File: config.mk
export PLATFORM = sky130hd
export DESIGN_NAME = apfg_top
export DESIGN_NICKNAME = d
export VERILOG_FILES = /design/src/rtl/apfg_pkg.sv /design/src/rtl/apfg_sync.sv /design/src/rtl/apfg_top.sv
export SDC_FILE = /design/constraint.sdc
export NUM_CORES = 1
export LEC_CHECK = 0
export ABC_AREA = 1
export BUFFER_PORTS_ARGS = -buffer_cell sky130_fd_sc_hd__buf_2
export CORE_MARGIN = 2
export CORE_UTILIZATION = 25
export CTS_BUF_LIST = sky130_fd_sc_hd__clkbuf_8 sky130_fd_sc_hd__clkbuf_16
export CTS_CLUSTER_DIAMETER = 120
export CTS_CLUSTER_SIZE = 10
export DETAILED_ROUTE_END_ITERATION = 7
export SYNTH_ARGS = -nofsm -noshare
export SYNTH_HDL_FRONTEND = slang
export SYNTH_SLANG_ARGS = --single-unit
export TNS_END_PERCENT = 30
File: constraint.sdc
create_clock -name ref_clk -period 4.75 [get_ports ref_clk]
set_input_delay 1.425 -clock ref_clk [delete_from_list [all_inputs] [get_ports ref_clk]]
set_output_delay 1.425 -clock ref_clk [all_outputs]
set_load 0.03 [all_outputs]
File: src/rtl/apfg_pkg.sv
// Shared constants and types of the audio port flag and GPIO block.
package apfg_pkg;

    localparam int unsigned ADDR_W = 3;
    localparam int unsigned DATA_W = 24;
    localparam int unsigned PIN_N  = 12;
    localparam int unsigned FLAG_N = 3;
    localparam int unsigned TX_N   = 6;
    localparam int unsigned RX_N   = 4;

    // Register indices on the register port.
    localparam logic [ADDR_W-1:0] REG_FUNC  = 3'h0;
    localparam logic [ADDR_W-1:0] REG_DIR   = 3'h1;
    localparam logic [ADDR_W-1:0] REG_DATA  = 3'h2;
    localparam logic [ADDR_W-1:0] REG_CCTRL = 3'h3;
    localparam logic [ADDR_W-1:0] REG_RCTRL = 3'h4;
    localparam logic [ADDR_W-1:0] REG_TCTRL = 3'h5;
    localparam logic [ADDR_W-1:0] REG_STAT  = 3'h6;

    // Common control register fields.
    localparam int unsigned CC_SYNC_BIT = 0;
    localparam int unsigned CC_OFLAG_LO = 1;
    localparam int unsigned CC_TX_BUFFER_ENABLE_SELECT_BIT = 4;

    // Receive control register fields.
    localparam int unsigned RC_EN_LO    = 0;
    localparam int unsigned RC_HOLD_BIT = 4;
    localparam int unsigned RC_CKD_BIT  = 5;
    localparam int unsigned RC_FSD_BIT  = 6;
    localparam int unsigned RC_HCKD_BIT = 7;

    // Transmit control register fields.
    localparam int unsigned TC_EN_LO    = 0;
    localparam int unsigned TC_HOLD_BIT = 6;

    // Common status register fields.
    localparam int unsigned ST_IFLAG_LO = 0;
    localparam int unsigned ST_TDE_BIT  = 3;
    localparam int unsigned ST_RXRUN_BIT = 4;
    localparam int unsigned ST_IRST_BIT = 5;

    // Port pins that double as serial flags 0, 1 and 2.
    localparam int unsigned PIN_FLAG0 = 0;
    localparam int unsigned PIN_FLAG1 = 1;
    localparam int unsigned PIN_FLAG2 = 2;

    // Reset values.
    localparam logic [PIN_N-1:0]  RST_FUNC  = 12'h000;
    localparam logic [PIN_N-1:0]  RST_DIR   = 12'h000;
    localparam logic [4:0]        RST_CCTRL = 5'h00;
    localparam logic [7:0]        RST_RCTRL = 8'h00;
    localparam logic [6:0]        RST_TCTRL = 7'h00;
    localparam logic [FLAG_N-1:0] RST_FLAGS = 3'h0;

    typedef enum logic [1:0]
    {
        PIN_OFF,
        PIN_GPIO_IN,
        PIN_GPIO_OUT,
        PIN_PERIPH
    } apfg_pin_mode_t;

    typedef enum logic [1:0]
    {
        RX_HOLD,
        RX_IDLE,
        RX_WAIT_SYNC,
        RX_RUN
    } apfg_rx_state_t;

endpackage

File: src/rtl/apfg_sync.sv
// Three-stage input synchroniser that accepts a level once stages agree.
module apfg_sync
(
    input  wire logic ref_clk,
    input  wire logic reset,
    input  wire logic raw,
    output logic      level
);

    logic stage1;
    logic stage2;
    logic stage3;

    always_ff @(posedge ref_clk)
    begin
        if (reset)
        begin
            stage1 <= 1'b0;
            stage2 <= 1'b0;
            stage3 <= 1'b0;
        end
        else
        begin
            stage1 <= raw;
            stage2 <= stage1;
            stage3 <= stage2;
        end
    end

    // A change counts only once the second and third stages agree.
    always_ff @(posedge ref_clk)
    begin
        if (reset)
            level <= 1'b0;
        else if (stage2 == stage3)
            level <= stage3;
    end

endmodule

File: src/rtl/apfg_top.sv
// Serial flag pins, general-purpose port and section sequencing.
module apfg_top
(
    input  wire logic                         ref_clk,
    input  wire logic                         reset,
    input  wire logic [apfg_pkg::ADDR_W-1:0]  reg_addr,
    input  wire logic [apfg_pkg::DATA_W-1:0]  reg_wdata,
    input  wire logic                         reg_wr,
    input  wire logic                         reg_rd,
    output logic      [apfg_pkg::DATA_W-1:0]  reg_rdata,
    input  wire logic [apfg_pkg::PIN_N-1:0]   port_in,
    output logic      [apfg_pkg::PIN_N-1:0]   port_out,
    output logic      [apfg_pkg::PIN_N-1:0]   port_oe,
    input  wire logic [apfg_pkg::PIN_N-1:0]   periph_out,
    input  wire logic [apfg_pkg::PIN_N-1:0]   periph_oe,
    output logic      [apfg_pkg::PIN_N-1:0]   periph_in,
    input  wire logic                         rx_first_bit,
    input  wire logic                         rx_word_done,
    input  wire logic                         rx_frame_sync,
    input  wire logic                         tx_frame_sync,
    input  wire logic                         tx_load,
    input  wire logic                         tx_empty,
    input  wire logic                         core_irq_req,
    output logic                              irq_req_out,
    output logic                              tx_section_reset,
    output logic                              rx_section_reset,
    output logic                              clock_gen_run,
    output logic                              rx_accept,
    output logic      [apfg_pkg::TX_N-1:0]    tx_drive,
    output logic                              sync_mode,
    output logic                              tx_buffer_enable_sel
);

    localparam int unsigned PN = apfg_pkg::PIN_N;
    localparam int unsigned FN = apfg_pkg::FLAG_N;

    function automatic apfg_pkg::apfg_pin_mode_t pin_mode
    (
        input logic func_bit,
        input logic dir_bit
    );
        case ({func_bit, dir_bit})
            2'b00:   return apfg_pkg::PIN_OFF;
            2'b01:   return apfg_pkg::PIN_GPIO_OUT;
            2'b10:   return apfg_pkg::PIN_GPIO_IN;
            default: return apfg_pkg::PIN_PERIPH;
        endcase
    endfunction

    logic [PN-1:0]               port_function_control;
    logic [PN-1:0]               port_direction_control;
    logic [PN-1:0]               port_pin_data;
    logic [4:0]                  common_control_register;
    logic [7:0]                  receive_control_register;
    logic [6:0]                  transmit_control_register;
    logic [FN-1:0]               input_flag_latch;
    logic [FN-1:0]               input_flag_status;
    logic [FN-1:0]               output_flag_pin;
    logic [apfg_pkg::TX_N-1:0]   tx_armed;
    apfg_pkg::apfg_rx_state_t    rx_state;
    apfg_pkg::apfg_rx_state_t    next_rx_state;
    logic [PN-1:0]               pin_level;
    logic [PN-1:0]               next_port_out;
    logic [PN-1:0]               next_port_oe;
    logic [PN-1:0]               gpio_in_mask;
    logic [PN-1:0]               flag_en;
    logic [PN-1:0]               flag_dir;
    logic [PN-1:0]               flag_val;
    logic [FN-1:0]               flag_en3;
    logic [FN-1:0]               flag_dir3;
    logic [apfg_pkg::RX_N-1:0]   receiver_enable_bits;
    logic [apfg_pkg::TX_N-1:0]   transmitter_enable_bits;
    logic                        individual_reset;
    logic [PN-1:0]               periph_mask;
    logic [apfg_pkg::DATA_W-1:0] read_value;

    assign sync_mode =
        common_control_register[apfg_pkg::CC_SYNC_BIT];
    assign tx_buffer_enable_sel =
        common_control_register[apfg_pkg::CC_TX_BUFFER_ENABLE_SELECT_BIT];
    assign receiver_enable_bits =
        receive_control_register[apfg_pkg::RC_EN_LO +: apfg_pkg::RX_N];
    assign transmitter_enable_bits =
        transmit_control_register[apfg_pkg::TC_EN_LO +: apfg_pkg::TX_N];

    // Port configuration registers; upper twelve bits read as zero.
    always_ff @(posedge ref_clk)
    begin
        if (reset)
        begin
            port_function_control  <= apfg_pkg::RST_FUNC;
            port_direction_control <= apfg_pkg::RST_DIR;
        end
        else
        begin
            if (reg_wr && (reg_addr == apfg_pkg::REG_FUNC))
                port_function_control <= reg_wdata[PN-1:0];
            if (reg_wr && (reg_addr == apfg_pkg::REG_DIR))
                port_direction_control <= reg_wdata[PN-1:0];
        end
    end

    // Pin data has no reset, so disconnected pins keep whatever it holds.
    always_ff @(posedge ref_clk)
    begin
        if (reg_wr && (reg_addr == apfg_pkg::REG_DATA))
            port_pin_data <= reg_wdata[PN-1:0];
    end

    always_ff @(posedge ref_clk)
    begin
        if (reset)
        begin
            common_control_register   <= apfg_pkg::RST_CCTRL;
            receive_control_register  <= apfg_pkg::RST_RCTRL;
            transmit_control_register <= apfg_pkg::RST_TCTRL;
        end
        else
        begin
            if (reg_wr && (reg_addr == apfg_pkg::REG_CCTRL))
                common_control_register <= reg_wdata[4:0];
            if (reg_wr && (reg_addr == apfg_pkg::REG_RCTRL))
                receive_control_register <= reg_wdata[7:0];
            if (reg_wr && (reg_addr == apfg_pkg::REG_TCTRL))
                transmit_control_register <= reg_wdata[6:0];
        end
    end

    // Section resets and clock generator enable.
    assign individual_reset = (port_function_control == '0) &&
                              (port_direction_control == '0);
    assign tx_section_reset = reset || individual_reset ||
        transmit_control_register[apfg_pkg::TC_HOLD_BIT];
    assign rx_section_reset = reset || individual_reset ||
        receive_control_register[apfg_pkg::RC_HOLD_BIT];
    assign clock_gen_run = !individual_reset;

    // Interrupt requests pass only while some section is enabled.
    assign irq_req_out = core_irq_req && !individual_reset &&
        ((|transmitter_enable_bits) || (|receiver_enable_bits));

    always_comb
    begin
        next_rx_state = rx_state;
        case (rx_state)
            apfg_pkg::RX_HOLD:
                next_rx_state = apfg_pkg::RX_IDLE;
            apfg_pkg::RX_IDLE:
                if (|receiver_enable_bits)
                    next_rx_state = apfg_pkg::RX_WAIT_SYNC;
            apfg_pkg::RX_WAIT_SYNC:
                if (receiver_enable_bits == '0)
                    next_rx_state = apfg_pkg::RX_IDLE;
                else if (rx_frame_sync)
                    next_rx_state = apfg_pkg::RX_RUN;
            apfg_pkg::RX_RUN:
                if (receiver_enable_bits == '0)
                    next_rx_state = apfg_pkg::RX_IDLE;
            default:
                next_rx_state = apfg_pkg::RX_HOLD;
        endcase
    end

    always_ff @(posedge ref_clk)
    begin
        if (rx_section_reset)
            rx_state <= apfg_pkg::RX_HOLD;
        else
            rx_state <= next_rx_state;
    end

    assign rx_accept = (rx_state == apfg_pkg::RX_RUN);

    // Each transmitter arms on the first frame sync after its enable.
    always_ff @(posedge ref_clk)
    begin
        if (tx_section_reset)
            tx_armed <= '0;
        else
            tx_armed <= transmitter_enable_bits &
                        (tx_armed | {apfg_pkg::TX_N{tx_frame_sync}});
    end

    assign tx_drive = tx_armed;

    // Flag availability and direction for pins 0 to 2.
    always_comb
    begin
        flag_en3  = '0;
        flag_dir3 = '0;
        if (sync_mode)
        begin
            flag_en3[0] = periph_mask[apfg_pkg::PIN_FLAG0];
            flag_en3[1] = periph_mask[apfg_pkg::PIN_FLAG1] &&
                          !tx_buffer_enable_sel;
            flag_en3[2] = periph_mask[apfg_pkg::PIN_FLAG2];
        end
        flag_dir3[0] =
            receive_control_register[apfg_pkg::RC_CKD_BIT];
        flag_dir3[1] =
            receive_control_register[apfg_pkg::RC_FSD_BIT];
        flag_dir3[2] =
            receive_control_register[apfg_pkg::RC_HCKD_BIT];
    end

    assign flag_en  = {{(PN-FN){1'b0}}, flag_en3};
    assign flag_dir = {{(PN-FN){1'b0}}, flag_dir3};
    assign flag_val = {{(PN-FN){1'b0}}, output_flag_pin};

    // Input flags are caught with the first bit of each received word.
    always_ff @(posedge ref_clk)
    begin
        if (rx_section_reset)
            input_flag_latch <= apfg_pkg::RST_FLAGS;
        else if (rx_first_bit && rx_accept)
        begin
            for (int f = 0; f < FN; f++)
            begin
                if (flag_en3[f] && !flag_dir3[f])
                    input_flag_latch[f] <= pin_level[f];
            end
        end
    end

    always_ff @(posedge ref_clk)
    begin
        if (rx_section_reset)
            input_flag_status <= apfg_pkg::RST_FLAGS;
        else if (rx_word_done && rx_accept)
            input_flag_status <= input_flag_latch;
    end

    // Output flags change only when a word is loaded for transmission, and clear in transmit section reset.
    always_ff @(posedge ref_clk)
    begin
        if (tx_section_reset)
            output_flag_pin <= apfg_pkg::RST_FLAGS;
        else if (tx_load)
            output_flag_pin <= common_control_register[
                apfg_pkg::CC_OFLAG_LO +: FN];
    end

    // Per-pin synchronisation and drive selection.
    for (genvar i = 0; i < PN; i++)
    begin : g_pin
        apfg_pkg::apfg_pin_mode_t mode;

        apfg_sync u_sync
        (
            .ref_clk (ref_clk),
            .reset   (reset),
            .raw     (port_in[i]),
            .level   (pin_level[i])
        );

        assign mode = pin_mode(port_function_control[i],
                               port_direction_control[i]);
        assign gpio_in_mask[i] = (mode == apfg_pkg::PIN_GPIO_IN);
        assign periph_mask[i]  = (mode == apfg_pkg::PIN_PERIPH);

        always_comb
        begin
            next_port_out[i] = 1'b0;
            next_port_oe[i]  = 1'b0;
            case (mode)
                apfg_pkg::PIN_GPIO_OUT:
                begin
                    next_port_out[i] = port_pin_data[i];
                    next_port_oe[i]  = 1'b1;
                end
                apfg_pkg::PIN_PERIPH:
                    if (flag_en[i])
                    begin
                        next_port_out[i] = flag_dir[i] & flag_val[i];
                        next_port_oe[i]  = flag_dir[i];
                    end
                    else
                    begin
                        next_port_out[i] = periph_oe[i] & periph_out[i];
                        next_port_oe[i]  = periph_oe[i];
                    end
                default:
                    next_port_oe[i]  = 1'b0;
            endcase
        end
    end

    always_ff @(posedge ref_clk)
    begin
        if (reset)
        begin
            port_out <= '0;
            port_oe  <= '0;
        end
        else
        begin
            port_out <= next_port_out;
            port_oe  <= next_port_oe;
        end
    end

    assign periph_in = pin_level;

    always_comb
    begin
        read_value = '0;
        case (reg_addr)
            apfg_pkg::REG_FUNC:
                read_value[PN-1:0] = port_function_control;
            apfg_pkg::REG_DIR:
                read_value[PN-1:0] = port_direction_control;
            apfg_pkg::REG_DATA:
                read_value[PN-1:0] = (gpio_in_mask & pin_level) |
                    (~gpio_in_mask & port_pin_data);
            apfg_pkg::REG_CCTRL:
                read_value[4:0] = common_control_register;
            apfg_pkg::REG_RCTRL:
                read_value[7:0] = receive_control_register;
            apfg_pkg::REG_TCTRL:
                read_value[6:0] = transmit_control_register;
            apfg_pkg::REG_STAT:
            begin
                read_value[apfg_pkg::ST_IFLAG_LO +: FN] = input_flag_status;
                read_value[apfg_pkg::ST_TDE_BIT]   = tx_empty;
                read_value[apfg_pkg::ST_RXRUN_BIT] = rx_accept;
                read_value[apfg_pkg::ST_IRST_BIT]  = individual_reset;
            end
            default:
                read_value = '0;
        endcase
    end

    // Read data stands only in the cycle after the read strobe.
    always_ff @(posedge ref_clk)
    begin
        if (reg_rd && !reset)
            reg_rdata <= read_value;
        else
            reg_rdata <= '0;
    end

endmodule

# --- Word level (Yosys, flattened, before mapping) ---
# Index checks and enable logic that the tools add are counted.
word_totals:
  regBits: 169
  latch_bits: 0
  ram_bits: 0
  romBits: 0
  wordCells: 272
  mem_count: 0
op_classes:
  addsub: 0
  n_mul: 0
  div_mod_pow: 0
  order_cmp: 0
  n_eq_ne: 84
  n_shift: 0
  muxes: 53
  n_bitwise: 21
  n_reduce_logical: 49
op_table:
  columns: ["op", "n"]
  rows:
  - ["$eq A2 B2 Y1 const B", 38]
  - ["$pmux W2 S3", 12]
  - ["$eq A2 B1 Y1 const B", 25]
  - ["$pmux W1 S2", 24]
  - ["$pmux W5 S7", 1]
  - ["$logic_not A2 Y1", 13]
  - ["$and A12 B12 Y12", 2]
  - ["$logic_not A12 Y1", 2]
  - ["$logic_and A1 B1 Y1", 16]
  - ["$and A1 B1 Y1", 15]
  - ["$eq A1 B1 Y1", 12]
  - ["$not A12 Y12", 1]
  - ["$or A12 B12 Y12", 1]
  - ["$pmux W4 S3", 1]
  - ["$eq A3 B3 Y1 const B", 3]
  - ["$mux W2", 4]
  - ["$pmux W2 S4", 1]
  - ["$and A6 B6 Y6", 1]
  - ["$eq A3 B2 Y1 const B", 2]
  - ["$logic_not A1 Y1", 6]
  - ["$mux W1", 6]
  - ["$or A6 B6 Y6", 1]
  - ["$pmux W1 S6", 1]
  - ["$reduce_and A2 Y1", 3]
  - ["other kinds (13)", 16]

# --- Logic depth before layout (Yosys ltp) ---
logic_depth:
  word_depth: 7
  depth_mapped: 9
  ltp_nobuf: 9

# --- By module ---
# A second synthesis with hierarchy kept.
hier_totals:
  hier_cells: 771
  hier_area_um2: 6253.5
modules_own_cells:
  columns: ["module", "instances", "cells_each", "area_per_inst_um2"]
  rows:
  - ["apfg_top", 1, 615, 4797.1]
  - ["apfg_sync", 12, 13, 121.4]

# --- Least setup slack after synthesis ---
# OpenSTA, ideal clock, no wires.
synth_timing:
  path_type: "input-to-output"
  from: "input core_irq_req"
  to: "output irq_req_out"
  t_arrival_ns: 1.966
  required_time_ns: 3.325
  path_slack_ns: 1.359
  cell_stages: 2
  cell_sequence: "nand2_1 a21oi_1"
synth_between:
  elab_chain_cells: 2
synth_lines:
  columns: ["item", "line", "rtl"]
  rows:
  - ["start: declaration", "apfg_top.sv:23", "input wire logic core_irq_req,"]
  - ["$logic_and A1 B1 Y1 (2 in series)", "apfg_top.sv:139", "assign irq_req_out = core_irq_req && !individual_reset &&"]
  - ["end: declaration", "apfg_top.sv:24", "output logic irq_req_out,"]
# Every way passes these cells.

# --- Worst setup path in the final report ---
layout_timing:
  from: "input reset"
  to: "output tx_section_reset"
layout_between:
  elab_chain_cells: 2
layout_lines:
  columns: ["item", "line", "rtl"]
  rows:
  - ["start: declaration", "apfg_top.sv:5", "input wire logic reset,"]
  - ["$logic_or A1 B1 Y1 (2 in series)", "apfg_top.sv:132", "assign tx_section_reset = reset || individual_reset ||"]
  - ["end: declaration", "apfg_top.sv:25", "output logic tx_section_reset,"]
# Every way passes these cells.

==> key figures <==
STA
  • Period utilization: 0.759
  • Slew at the pin with the worst max-slew slack: 0.818 ns
  • Final hold violations: 0
  • RSZ-0062 raised after global routing: no
  • Final min period: 3.60 ns
  • Fmax: 0.278 GHz
  • Clk_skew: 0.0121 ns
  • Setup WS post-layout: around 1.1 ns
  • Final setup fails: 0
  • Max-slew violation count: 0
  • Setup TNS Final: 0 ns
  • Max_slew headroom: 0.452

Global route
  • Total congestion overflow: 0
  • Vias in the first global route: around 5000
  • First-pass GRT wire length: 27600 µm
  • Initial antenna violation count: 4
  • Largest net degree at the start of global routing: roughly 70
  • Total GRT Usage: 0.139

Clock tree
  • Hold Buf Count CTS: 0
  • Clock transition at path regs: around 0.060 ns
  • CTS Root Cell: clkbuf_16
  • H-Tree Depth: 4
  • Post-cts gate resize count: 0
  • CTS tree: yes
  • Clk sink count: between 150 and 200
  • Clock latency on the worst-skew pair: ~0.43 ns
  • Total CTS buffers: 17
  • Maximum root-to-sink buffer count: 2
  • Postcts setup bufs: 0

Floorplanning
  • Core area: 24300 µm²
  • DIE AREA: ~26000 µm²
  • Die outline height: about 160 µm
  • Num ports: between 100 and 150
  • Rows: 57
  • DIE WIDTH: about 160 µm
  • Starting Density: 0.255

Detailed routing
  • Final WL: ~18000 µm
  • First drt pass iteration count: 6
  • Avg WL per Cell: approximately 15 µm
  • Vias/cell: about 4.4
  • DRC: 0
  • Vias post-DR: between 5000 and 6000
  • DRT iter0 DRCs: 377
  • ANT nets after route: 0

Finish
  • # nets final: about 970
  • FILL cells: ~2600
  • Multi-input logic area: approximately 2300 µm²
  • Layout cells sized above 1: 0.197
  • Final cell count without fillers: ~1200
  • Layout area overhead: 22.7%
  • Register Area: 3260 µm²

Setup path
  • Nature of the critical path endpoint: output pin
  • Crit Reg-Reg Startpoint: port_direction_control[1]$_SDFFE_PP0P_
  • R2R setup slack: approximately 3.1 ns
  • Worst EP required: about 3.3 ns
  • Crit path DAT: about 2.2 ns
  • Reg2Reg Depth: 6
  • Crit path to: tx_section_reset
  • Crit path max fanout: 10
  • CP startpoint kind: primary input
  • Crit path from: reset
  • Setup Crit Path Kind: in -> out
  • FF-to-FF End: output_flag_pin[1]$_SDFFE_PP0P_

Logic synthesis
  • Top FF cell, synth: dfxtp_1
  • Netlist Area Pre-Place: about 6200 µm²
  • Fraction of registers with async set/reset: 0
  • Count of cell types in the netlist: 34
  • Cell count after synthesis: a little under 800
  • Register area share after synthesis: 0.526
  • Ys Warns: 0
  • Synth Register Bits: between 150 and 200
  • EDFF count, synth: 12
  • Avg Inst Size Synth: about 7.9 µm²

Placement
  • Dpl hpwl: between 10000 and 15000 µm
  • Gpl congestion: 0.847
  • Place WS: approximately 1.1 ns
  • IO Port Bufs: between 100 and 150
  • Placed Cells: around 1200

Hold path
  • Worst Hold Class: reg -> reg
  • Cells on Worst Hold Path: 2

Power and ir drop
  • Sw Share: 0.256
  • Worst vdd ir: 0.000233 V
  • Internal power: ~0.0023 W
  • Leak: about 3.2 nW
  • Switching power: roughly 0.00078 W
  • Clock power share: 0.466
  • Sequential fraction of design power: 0.456
  • Power per cell area: slightly above 400 nW/µm²
  • Comb power frac: 0.078
  • Total chip power: 0.00306 W

Job
  • Max cap viols: 0

Outcome
  • Status: finished, final reports clean
[cell usage after synthesis, types with 2 or more instances]
cell	n	share of area
nor2_4	3	0.0054
clkbuf_1	12	0.0073
o22ai_1	4	0.0040
buf_6	2	0.0036
buf_1	2	0.0012
a21oi_1	78	0.063
a211oi_1	8	0.0097
inv_2	8	0.0048
or2_2	2	0.0020
buf_2	5	0.0040
nor3_2	2	0.0032
a2111oi_0	2	0.0028
nor3_1	3	0.0024
nand2_1	107	0.065
o31ai_1	4	0.0048
buf_4	25	0.030
nand2_2	4	0.0040
inv_1	94	0.057
nand3_1	50	0.040
o21ai_0	54	0.044
ha_1	3	0.0061
dfxtp_1	145	0.47
o21bai_1	2	0.0024
nor4_1	5	0.0050
edfxtp_1	12	0.058
nand4_1	11	0.011
nand3_2	2	0.0032
o211ai_1	3	0.0036
nor2_1	119	0.072
o21ai_1	8	0.0065
[sequential cells by signal, summed over array words and instances (netlist names)]
name                       cells
common_control_register        5
g_pin.u_sync.level            12
g_pin.u_sync.stage1           12
g_pin.u_sync.stage2           12
g_pin.u_sync.stage3           12
input_flag_latch               3
input_flag_status              3
output_flag_pin                3
port_direction_control        12
port_function_control         12
port_oe                       12
port_out                      12
port_pin_data                 12
receive_control_register       8
reg_rdata                     12
rx_state                       2
transmit_control_register      7
tx_drive                       6
[layout make-up]
class	count	share of cell area
antenna	2	0.000658
inverter	102	0.0503
clock buffer	17	0.0559
multi-input combinational	488	0.303
tap	324	0.0533
sequential	157	0.429
timing repair buffer	125	0.0833
clock inverter	15	0.0247
[stage by stage]
stage	utilization	hold WS, ns	instance area [µm²]
finish	0.313	0.400	7600
global route	0.312	0.420	7600
CTS	0.312	0.401	7600
detailed placement	0.287	0.392	6990
global placement	0.287	0.391	6990
floorplan	-	0.388	6240
[worst min-delay path by stage]
stage | startpoint | to | slack, ns
after floorplan | g_pin[0].u_sync.stage1$_SDFF_PP0_ | g_pin[0].u_sync.stage2$_SDFF_PP0_ | 0.39
after global placement | g_pin[0].u_sync.stage1$_SDFF_PP0_ | g_pin[0].u_sync.stage2$_SDFF_PP0_ | 0.39
after detailed placement | g_pin[9].u_sync.stage1$_SDFF_PP0_ | g_pin[9].u_sync.stage2$_SDFF_PP0_ | 0.39
after CTS | g_pin[9].u_sync.stage1$_SDFF_PP0_ | g_pin[9].u_sync.stage2$_SDFF_PP0_ | 0.40
after global routing | g_pin[6].u_sync.stage1$_SDFF_PP0_ | g_pin[6].u_sync.stage2$_SDFF_PP0_ | 0.42
final | g_pin[9].u_sync.stage1$_SDFF_PP0_ | g_pin[9].u_sync.stage2$_SDFF_PP0_ | 0.40
[power groups by stage]
stage                     Clock (W)  Sequential (W)  Combinational, W
after floorplan                   0         0.00143          0.000152
after global routing        0.00152         0.00140          0.000266
after CTS                   0.00146         0.00139          0.000240
final                       0.00142         0.00139          0.000240
after global placement            0         0.00142          0.000237
after detailed placement          0         0.00142          0.000240
[placed cells by master (no fill, tap or decap), types with 4 or more instances in the layout]
cell / instances
o31ai_1: 4
nand4_1: 11
buf_2: 122
dfxtp_1: 145
inv_1: 94
nor2_1: 119
a21oi_1: 78
edfxtp_1: 12
o21ai_0: 54
nand2_1: 107
clkbuf_16: 17
a211oi_1: 8
inv_2: 8
conb_1: 12
nand3_1: 50
o22ai_1: 4
o21ai_1: 8
nor4_1: 5
nand2_2: 4
[kinds of logic after synthesis]
kind of cell | after synthesis | share of synthesized area
AO/OA/AOI/OAI | 163 | 0.140
adder cells (fa/ha/maj) | 3 | 0.00606
buffers and inverters | 149 | 0.109
flip-flops | 157 | 0.526
other | 1 | 0.000605
AND/OR/NAND/NOR | 310 | 0.218
[layer usage]
layer | share of wire | GRT usage | wire length, µm | vias to the layer above
met4 | 0.028 | 0.0605 | 497 | 4
met3 | 0.064 | 0.0357 | 1140 | 35
met2 | 0.45 | 0.220 | 8050 | 189
met5 | 0.00078 | 0 | 14 | -
li1 | - | - | - | 2733
met1 | 0.46 | 0.178 | 8280 | 2417
[critical path: stages]
cell     delay, ns
buf_2         0.11
inv_2         0.10
nand3_2       0.26
buf_2         0.29
Power figures use the tool's default switching activity.
